**src/pkg/plse_pkg.sv**
```systemverilog
// Package for the link-status and event output block: codes, timing and carriers.
// Notes on behaviour
// RULE1: Raise clock-in-use once running from fabric clock and app is ready.
// RULE2: Application holds itself in reset until clock-in-use is raised.
// RULE3: Application presents no data inputs before clock-in-use is raised.
// RULE4: Clock-in-use and app-ready form a handshake for safe clock switchover.
// RULE5: Leaving data-link-up state drives link-down pulse low exactly one cycle.
// RULE6: Leaving hot reset drives hot-reset-exit low for one cycle.
// RULE7: Application asserts global reset on link-down or hot-reset-exit pulse.
// RULE8: Moving from L2 idle to detect pulses low-power-exit low one cycle.
// RULE9: Short time-base strobe fires once every 128 ns.
// RULE10: Long time-base strobe fires once every 1 us.
// RULE11: Link rate code: 01 first, 10 second, 11 third generation; 00 reserved.
// RULE12: Training state shown on 5-bit code with fixed state encodings.
// RULE13: Correctable ECC errors are corrected internally with no data loss.
// RULE14: Uncorrectable retry-buffer ECC error discards the retry buffer contents.
// RULE15: After uncorrectable ECC error, resetting the whole core is recommended.
// RULE16: Corrected receive-buffer error pulse is stretched for 125 MHz sampling.
// RULE17: Application ignores receive-buffer corrected error until buffer filled.
// RULE18: Debug output rises on uncorrectable retry-buffer error.
// RULE19: Separate debug output rises on corrected retry-buffer error.
// RULE20: Uncorrectable receive-buffer errors flag on receive stream error output.
// RULE21: ECC debug outputs are for observation only, not functional decisions.
// RULE22: Application asserts app-ready only when ready with stable fabric clock.
// RULE23: Each strobe is high exactly one cycle per period, fabric-synchronous.
// RULE24: Codes and pulses change on clock edges, inactive while in reset.
package plse_pkg;

  localparam int unsigned CLK_PERIOD_PS     = 4000;
  localparam int unsigned SHORT_PERIOD_NS   = 128;
  localparam int unsigned LONG_PERIOD_US    = 1;
  localparam int unsigned SHORT_CYCLES      = (SHORT_PERIOD_NS * 1000) / CLK_PERIOD_PS;
  localparam int unsigned LONG_CYCLES       = (LONG_PERIOD_US * 1000000) / CLK_PERIOD_PS;
  localparam int unsigned CNT_W             = 8;
  // Stretch length in fast cycles so a half-rate sampler sees at least two edges.
  localparam int unsigned STRETCH_CYCLES    = 4;
  localparam int unsigned STRETCH_W         = 3;

  localparam logic [1:0] SPEED_RESERVED = 2'h0;
  localparam logic [1:0] SPEED_GEN1     = 2'h1;
  localparam logic [1:0] SPEED_GEN2     = 2'h2;
  localparam logic [1:0] SPEED_GEN3     = 2'h3;

  typedef enum logic [4:0] {
    PLSE_DETECT_QUIET   = 5'h00,
    PLSE_DETECT_ACTIVE  = 5'h01,
    PLSE_POLL_ACTIVE    = 5'h02,
    PLSE_POLL_COMPLY    = 5'h03,
    PLSE_POLL_CONFIG    = 5'h04,
    PLSE_POLL_SPEED     = 5'h05,
    PLSE_CFG_WIDTHSTART = 5'h06,
    PLSE_CFG_WIDTHACC   = 5'h07,
    PLSE_CFG_LANEACC    = 5'h08,
    PLSE_CFG_LANEWAIT   = 5'h09,
    PLSE_CFG_COMPLETE   = 5'h0A,
    PLSE_CFG_IDLE       = 5'h0B,
    PLSE_REC_RCVLOCK    = 5'h0C,
    PLSE_REC_RCVCONFIG  = 5'h0D,
    PLSE_REC_IDLE       = 5'h0E,
    PLSE_L0             = 5'h0F,
    PLSE_DISABLE        = 5'h10,
    PLSE_LOOP_ENTRY     = 5'h11,
    PLSE_LOOP_EXIT      = 5'h12,
    PLSE_HOT_RESET      = 5'h14,
    PLSE_L1_IDLE        = 5'h17,
    PLSE_L2_IDLE        = 5'h18
  } plse_ltssm_t;

  // Internal core state reported to this block each cycle.
  typedef struct packed {
    plse_ltssm_t ltssm;
    logic [1:0]  speed;
    logic        link_up;
  } plse_core_state_t;

  // ECC events from the buffers, one-cycle pulses.
  typedef struct packed {
    logic rx_corrected;
    logic rx_uncorrectable;
    logic rpl_corrected;
    logic rpl_uncorrectable;
  } plse_ecc_evt_t;

endpackage

```
**src/rtl/plse_status_events.sv**
```systemverilog
// Link-status, event pulse, time-base strobe and ECC event outputs toward user logic.
`timescale 1ns/1ps
module plse_status_events (
  // Clock and reset
  input  wire logic                       clock,
  input  wire logic                       nrst,
  // Clock switchover handshake
  input  wire logic                       app_ready,
  input  wire logic                       core_on_fabric_clk,
  output logic                            clk_in_use,
  // Core state
  input  wire plse_pkg::plse_core_state_t core_state,
  input  wire plse_pkg::plse_ecc_evt_t    ecc_evt,
  // Event pulses, active low
  output logic                            link_down_exit_n,
  output logic                            hot_reset_exit_n,
  output logic                            l2_exit_n,
  // Time base
  output logic                            strobe_short_period,
  output logic                            strobe_long_period,
  // Status codes
  output logic [1:0]                      current_speed,
  output logic [4:0]                      training_state_code,
  // ECC
  output logic                            rx_buffer_corrected_err,
  output logic                            retry_uncorrectable_err,
  output logic                            retry_corrected_err,
  output logic                            retry_buffer_flush,
  output logic                            receive_stream_error
);
  import plse_pkg::*;

  ////////////////////////////////////////////////////////////////////////////
  // App-ready comes from the fabric and may be asynchronous to us.
  logic ready_s1_q, ready_s2_q;
  always_ff @(posedge clock or negedge nrst) begin
    if (!nrst) begin
      ready_s1_q <= 1'b0;
      ready_s2_q <= 1'b0;
    end else begin
      ready_s1_q <= app_ready;
      ready_s2_q <= ready_s1_q;
    end
  end

  wire clk_in_use_d = ready_s2_q & core_on_fabric_clk; // [RULE1] [RULE4]

  always_ff @(posedge clock or negedge nrst) begin
    if (!nrst) clk_in_use <= 1'b0;
    else       clk_in_use <= clk_in_use_d;
  end

  ////////////////////////////////////////////////////////////////////////////
  // Previous-cycle state for exit detection.
  plse_ltssm_t ltssm_q;
  logic        link_up_q;
  always_ff @(posedge clock or negedge nrst) begin
    if (!nrst) begin
      ltssm_q   <= PLSE_DETECT_QUIET;
      link_up_q <= 1'b0;
    end else begin
      ltssm_q   <= core_state.ltssm;
      link_up_q <= core_state.link_up;
    end
  end

  wire link_down_evt = link_up_q & ~core_state.link_up; // [RULE5]
  wire hot_exit_evt  = (ltssm_q == PLSE_HOT_RESET) & (core_state.ltssm != PLSE_HOT_RESET); // [RULE6]
  wire l2_exit_evt   = (ltssm_q == PLSE_L2_IDLE) & (core_state.ltssm == PLSE_DETECT_QUIET); // [RULE8]

  // Registered from one-cycle events, so each low pulse lasts exactly one cycle.
  always_ff @(posedge clock or negedge nrst) begin
    if (!nrst) begin
      link_down_exit_n <= 1'b1;
      hot_reset_exit_n <= 1'b1;
      l2_exit_n        <= 1'b1;
    end else begin
      link_down_exit_n <= ~link_down_evt; // [RULE5] [RULE24]
      hot_reset_exit_n <= ~hot_exit_evt;  // [RULE6]
      l2_exit_n        <= ~l2_exit_evt;   // [RULE8]
    end
  end

  ////////////////////////////////////////////////////////////////////////////
  // Time base: the long period is counted in short periods where possible,
  // but 1 us is not a multiple of 128 ns, so each has its own counter.
  logic [CNT_W-1:0] short_cnt_q;
  logic [CNT_W-1:0] long_cnt_q;

  function automatic logic cnt_wrap(input logic [CNT_W-1:0] cnt, input int unsigned period);
    cnt_wrap = (cnt == CNT_W'(period - 1));
  endfunction

  wire short_wrap = cnt_wrap(short_cnt_q, SHORT_CYCLES); // [RULE9]
  wire long_wrap  = cnt_wrap(long_cnt_q, LONG_CYCLES);   // [RULE10]

  always_ff @(posedge clock or negedge nrst) begin
    if (!nrst) begin
      short_cnt_q         <= '0;
      long_cnt_q          <= '0;
      strobe_short_period <= 1'b0;
      strobe_long_period  <= 1'b0;
    end else begin
      short_cnt_q         <= short_wrap ? '0 : short_cnt_q + CNT_W'(1);
      long_cnt_q          <= long_wrap  ? '0 : long_cnt_q + CNT_W'(1);
      strobe_short_period <= short_wrap; // [RULE23]
      strobe_long_period  <= long_wrap;  // [RULE23]
    end
  end

  ////////////////////////////////////////////////////////////////////////////
  // Status codes; the reserved speed code is what reset shows.
  always_ff @(posedge clock or negedge nrst) begin
    if (!nrst) begin
      current_speed       <= SPEED_RESERVED;
      training_state_code <= PLSE_DETECT_QUIET;
    end else begin
      current_speed       <= core_state.speed; // [RULE11]
      training_state_code <= core_state.ltssm; // [RULE12] [RULE24]
    end
  end

  ////////////////////////////////////////////////////////////////////////////
  // ECC. Corrected events need no action beyond reporting, since data was fixed.
  logic [STRETCH_W-1:0] stretch_q;
  wire                  stretch_busy = (stretch_q != '0);

  always_ff @(posedge clock or negedge nrst) begin
    if (!nrst) begin
      stretch_q <= '0;
    end else if (ecc_evt.rx_corrected) begin
      stretch_q <= STRETCH_W'(STRETCH_CYCLES); // [RULE16] [RULE13]
    end else if (stretch_busy) begin
      stretch_q <= stretch_q - STRETCH_W'(1);
    end
  end

  always_ff @(posedge clock or negedge nrst) begin
    if (!nrst) begin
      rx_buffer_corrected_err <= 1'b0;
      retry_uncorrectable_err <= 1'b0;
      retry_corrected_err     <= 1'b0;
      retry_buffer_flush      <= 1'b0;
      receive_stream_error    <= 1'b0;
    end else begin
      rx_buffer_corrected_err <= ecc_evt.rx_corrected | stretch_busy; // [RULE16]
      retry_uncorrectable_err <= ecc_evt.rpl_uncorrectable;           // [RULE18]
      retry_corrected_err     <= ecc_evt.rpl_corrected;               // [RULE19] [RULE13]
      retry_buffer_flush      <= ecc_evt.rpl_uncorrectable;           // [RULE14]
      receive_stream_error    <= ecc_evt.rx_uncorrectable;            // [RULE20]
    end
  end

endmodule // plse_status_events

```
**config.mk**
```make
export PLATFORM = sky130hd
export DESIGN_NAME = plse_status_events
export DESIGN_NICKNAME = d
export VERILOG_FILES = /design/src/pkg/plse_pkg.sv /design/src/rtl/plse_status_events.sv
export SDC_FILE = /design/constraint.sdc
export NUM_CORES = 1
export LEC_CHECK = 0
export BUFFER_PORTS_ARGS = -buffer_cell sky130_fd_sc_hd__buf_2
export CAP_MARGIN = 5
export CORE_MARGIN = 1
export CORE_UTILIZATION = 38
export DETAILED_ROUTE_END_ITERATION = 7
export GPL_ROUTABILITY_DRIVEN = 0
export HOLD_SLACK_MARGIN = 0.03
export PLACE_DENSITY_LB_ADDON = 0.2
export SYNTH_ARGS = -nofsm -noshare
export SYNTH_HDL_FRONTEND = slang
export SYNTH_SLANG_ARGS = --single-unit
```
**constraint.sdc**
```tcl
create_clock -name clock -period 2.28 [get_ports clock]
set_input_delay 0.57 -clock clock [delete_from_list [all_inputs] [get_ports clock]]
set_output_delay 0.57 -clock clock [all_outputs]
set_load 0.01 [all_outputs]
```
==> summary by stage <==
Outcome
The flow ran to the end, and the final reports show no timing, DRC or antenna violations.

Timing
The total of endpoints with negative setup slack in the final report is 0. The worst clock skew on the final layout is 0.005961 ns. The setup TNS is 0 ns. The number of max-slew violations in the final report was 0. Setup repair after global routing left no endpoint under its margin. The measured slew at the worst slew-check pin is 0.8240 ns. The final clock period utilization by the worst path is 65.45%.

The count of endpoints failing hold in the final timing report was 0. The worst relative slew slack is 45.07%. The clock period minus final worst setup slack is 1.492 ns.

Timing would allow up to 670.1 MHz. Final hold analysis gives a worst-case slack of 0.3577 ns.

Synthesis
The number of nets handed over by synthesis was 135. The synthesized flop and latch total is 39. The total number of yosys warnings is 0. The number of different library cells used by synthesis comes to 29. Sorting the synthesized cells by area gives the leading types as sky130_fd_sc_hd__dfrtp_1, sky130_fd_sc_hd__dfstp_2, sky130_fd_sc_hd__ha_1. The cell count after synthesis came out at 114. The cell accounting for the most synthesized area is sky130_fd_sc_hd__dfrtp_1. In this run the cell area of the synthesized design comes to 1460 um^2. Sequential elements use 67.10% of the synthesized area. Each instance of the synthesized netlist takes up on average 12.81 um^2. The area share of the largest cell type after synthesis is 61.70%.

Global route
The global-route congestion overflow total is 0. The number of global-route vias before repair is 948. The first global-routing pass estimated 4319 um of wire. Across every metal layer, demand over resource in global routing totals 14.60%. The number of antenna violations at the first check in global routing is 0. Entering global routing, the biggest net connects 40 pins.

Routing
After detailed routing, the average wire length per cell comes to 12.18 um. The number of iterations in the first detailed-routing pass is 4. In the routed design, unresolved DRC markers number 0. After detailed routing, the number of vias per cell comes to 4.698.

The routed design has 2461 um of wire. The remaining antenna violation count is 0. In this run, the number of DRC markers left after iteration 0 of detailed routing was 59. Across all layers, the routed design uses 949 vias.

Critical path
Tracing the worst setup path back leads to its startpoint at link_down_exit_n. The reg-to-reg startpoint is long_cnt_q[1]. The setup path with the least slack is of type flip-flop to output pin. Traced cell by cell, the critical path runs through buf_2.

The family of cells with the greatest summed delay on the critical path is flip-flops. The required time at the endpoint of the critical path is 1.71 ns. The worst setup path is launched from a flip-flop. The data arrival at the endpoint of the critical path is 0.92 ns. STA classifies the critical path endpoint as an output pin. The longest individual stage delay on the worst path is 0.52 ns.

The worst reg-to-reg path cell count is 5. The number of buffers and inverters on the critical path is 1. The worst setup slack for register-to-register paths is 0.95 ns.

The worst register-to-register path ends at long_cnt_q[4]. The largest driver fanout on the critical path is 1. Among all stages on the critical path, the largest delay is contributed by sky130_fd_sc_hd__dfstp_2.

Power and ir drop
The maximum vdd drop is 0.6075 mV. The leakage dissipation is 0.8459 nW. Dividing total power by cell area gives a power density of 770.5 nW/um^2.

Die
The initial utilization of the core area, before any placement, comes to 39.88%. The core region is 3661 um^2. In this run the count of I/O pins placed on the die edge is 34. The floorplan has 22 rows. The area enclosed by the die boundary is 4094 um^2. The die is 63.99 um tall.

The floorplan step set the die width to 63.99 um.

Placement
Detailed placement ended at an HPWL of 1771 um. Port buffering added 33 buffers.

CTS
In this run the post-CTS setup repair buffer count came out at 0. The number of hold buffers added after cts is 0. After clock tree synthesis, the clock-pin slew on the worst setup and hold paths is 0.07 ns. Clock latency on the worst-skew pair, taken at its later pin, is 0.29 ns.

Clock tree synthesis inserted a total of 5 buffers. The number of clock sinks is 39. The maximum buffer depth of the clock tree is 2. The TritonCTS clock tree is built. The H-tree level count is 2. After clock tree synthesis, the repair step resized 0 gates. The cell sitting at the root of the clock tree is a sky130_fd_sc_hd__clkbuf_8.

Final layout
The repair_antennas step left the layout with diodes totalling 0. The post-route netlist has 31.17% of its cells at a drive strength greater than 1. The filler cells instantiated in the layout total 345. The number of nets in the layout is 174. The library cells used most frequently in the layout, excluding fill and tap cells, are sky130_fd_sc_hd__dfrtp_1, sky130_fd_sc_hd__buf_2, sky130_fd_sc_hd__nor2_1, sky130_fd_sc_hd__inv_1. The synthesis-to-finish area growth is 21.17%.

The library cell used most frequently in the layout, excluding fill and tap cells, is sky130_fd_sc_hd__dfrtp_1.

Min path
The worst hold path passes through 0 cells. The worst min-delay path class is flip-flop to flip-flop. The worst hold endpoint is ready_s2_q. The worst hold path begins at ready_s1_q.

Job
Max-cap violations in this run came to 0.
-- cells by family (layout without fill, tap and decap cells) --
| group | after synthesis | count (layout) | synth area share, % |
|---|---|---|---|
| XOR/XNOR | 9 | 9 | 5.399 |
| AND/OR/NAND/NOR | 41 | 41 | 15.94 |
| AO/OA/AOI/OAI | 12 | 12 | 4.970 |
| flip-flops | 39 | 39 | 67.10 |
| adder cells (fa/ha/maj) | 5 | 5 | 4.284 |
| buffers and inverters | 8 | 48 | 2.314 |
-- final cells by class --
cell class / count / area [um^2] / area share [%]
inverters: 7 / 26.28 / 1.485
flip-flops and latches: 39 / 979.7 / 55.37
clock inverters: 1 / 5.005 / 0.2829
multi-input cells: 67 / 446.7 / 25.25
repair buffers: 33 / 165.2 / 9.335
well taps: 48 / 60.06 / 3.395
clock buffers: 7 / 86.33 / 4.880
-- cell usage after synthesis --
cell,number
sky130_fd_sc_hd__dfrtp_1,36
sky130_fd_sc_hd__nor2_1,13
sky130_fd_sc_hd__inv_1,7
sky130_fd_sc_hd__xor2_1,6
sky130_fd_sc_hd__ha_1,5
sky130_fd_sc_hd__nand2_1,5
sky130_fd_sc_hd__nand3_1,5
sky130_fd_sc_hd__a21oi_1,4
sky130_fd_sc_hd__dfstp_2,3
sky130_fd_sc_hd__nand2b_1,3
sky130_fd_sc_hd__o21ai_0,3
sky130_fd_sc_hd__xnor2_1,3
sky130_fd_sc_hd__nand3_2,2
sky130_fd_sc_hd__nand4b_1,2
sky130_fd_sc_hd__nor3_1,2
sky130_fd_sc_hd__or3_1,2
sky130_fd_sc_hd__a211o_1,1
sky130_fd_sc_hd__a211oi_1,1
sky130_fd_sc_hd__and2_1,1
sky130_fd_sc_hd__and4bb_2,1
sky130_fd_sc_hd__buf_4,1
sky130_fd_sc_hd__nand3b_1,1
sky130_fd_sc_hd__nand4_2,1
sky130_fd_sc_hd__nor3b_1,1
sky130_fd_sc_hd__nor4b_1,1
sky130_fd_sc_hd__o21ai_1,1
sky130_fd_sc_hd__o31a_1,1
sky130_fd_sc_hd__o31ai_1,1
sky130_fd_sc_hd__or2_2,1
-- power by group --
| group | switching, W | internal [W] |
|---|---|---|
| clock | 0.000223 | 0.000244 |
| combinational | 0.0000811 | 0.0000623 |
| sequential | 0.0000208 | 0.000733 |
| total | 0.000324 | 0.00104 |
-- sequential cells by signal (all words and copies together), names as in the netlist, 2 cells and up --
| name | flops |
|---|---|
| current_speed | 2 |
| long_cnt_q | 8 |
| short_cnt_q | 8 |
| stretch_q | 3 |
| training_state_code | 5 |
-- how the worst max path moves through the flow --
stage / end / cells after the start
2_1_floorplan: long_cnt_q[2] / 5
3_3_place_gp: short_cnt_q[0] / 1
3_5_place_dp: long_cnt_q[4] / 5
4_1_cts: link_down_exit_n / 1
5_1_grt: link_down_exit_n / 1
6_report: link_down_exit_n / 1
-- per-stage QoR --
stage	total power (W)	util [%]	cell area (um^2)	setup WS, ns	std cells
after CTS	0.001385	48.33	1769	0.7789	202
final	0.001363	48.33	1769	0.7878	202
after global routing	0.001446	48.33	1769	0.7472	202
after global placement	0.0009015	45.83	1678	1.030	194
after floorplan	0.0008507	-	1460	1.140	114
after detailed placement	0.0009129	45.83	1678	0.9581	194
-- routing by layer --
| metal | routed length (um) | GRT usage [%] | part of all wire, % |
|---|---|---|---|
| met1 | 1037 | 16.76 | 42 |
| met4 | 72 | 9.375 | 2.9 |
| met3 | 114 | 4.821 | 4.6 |
| met5 | 0 | 0 | 0 |
| met2 | 1235 | 23.27 | 50 |
(Power assumes the default switching activity.)
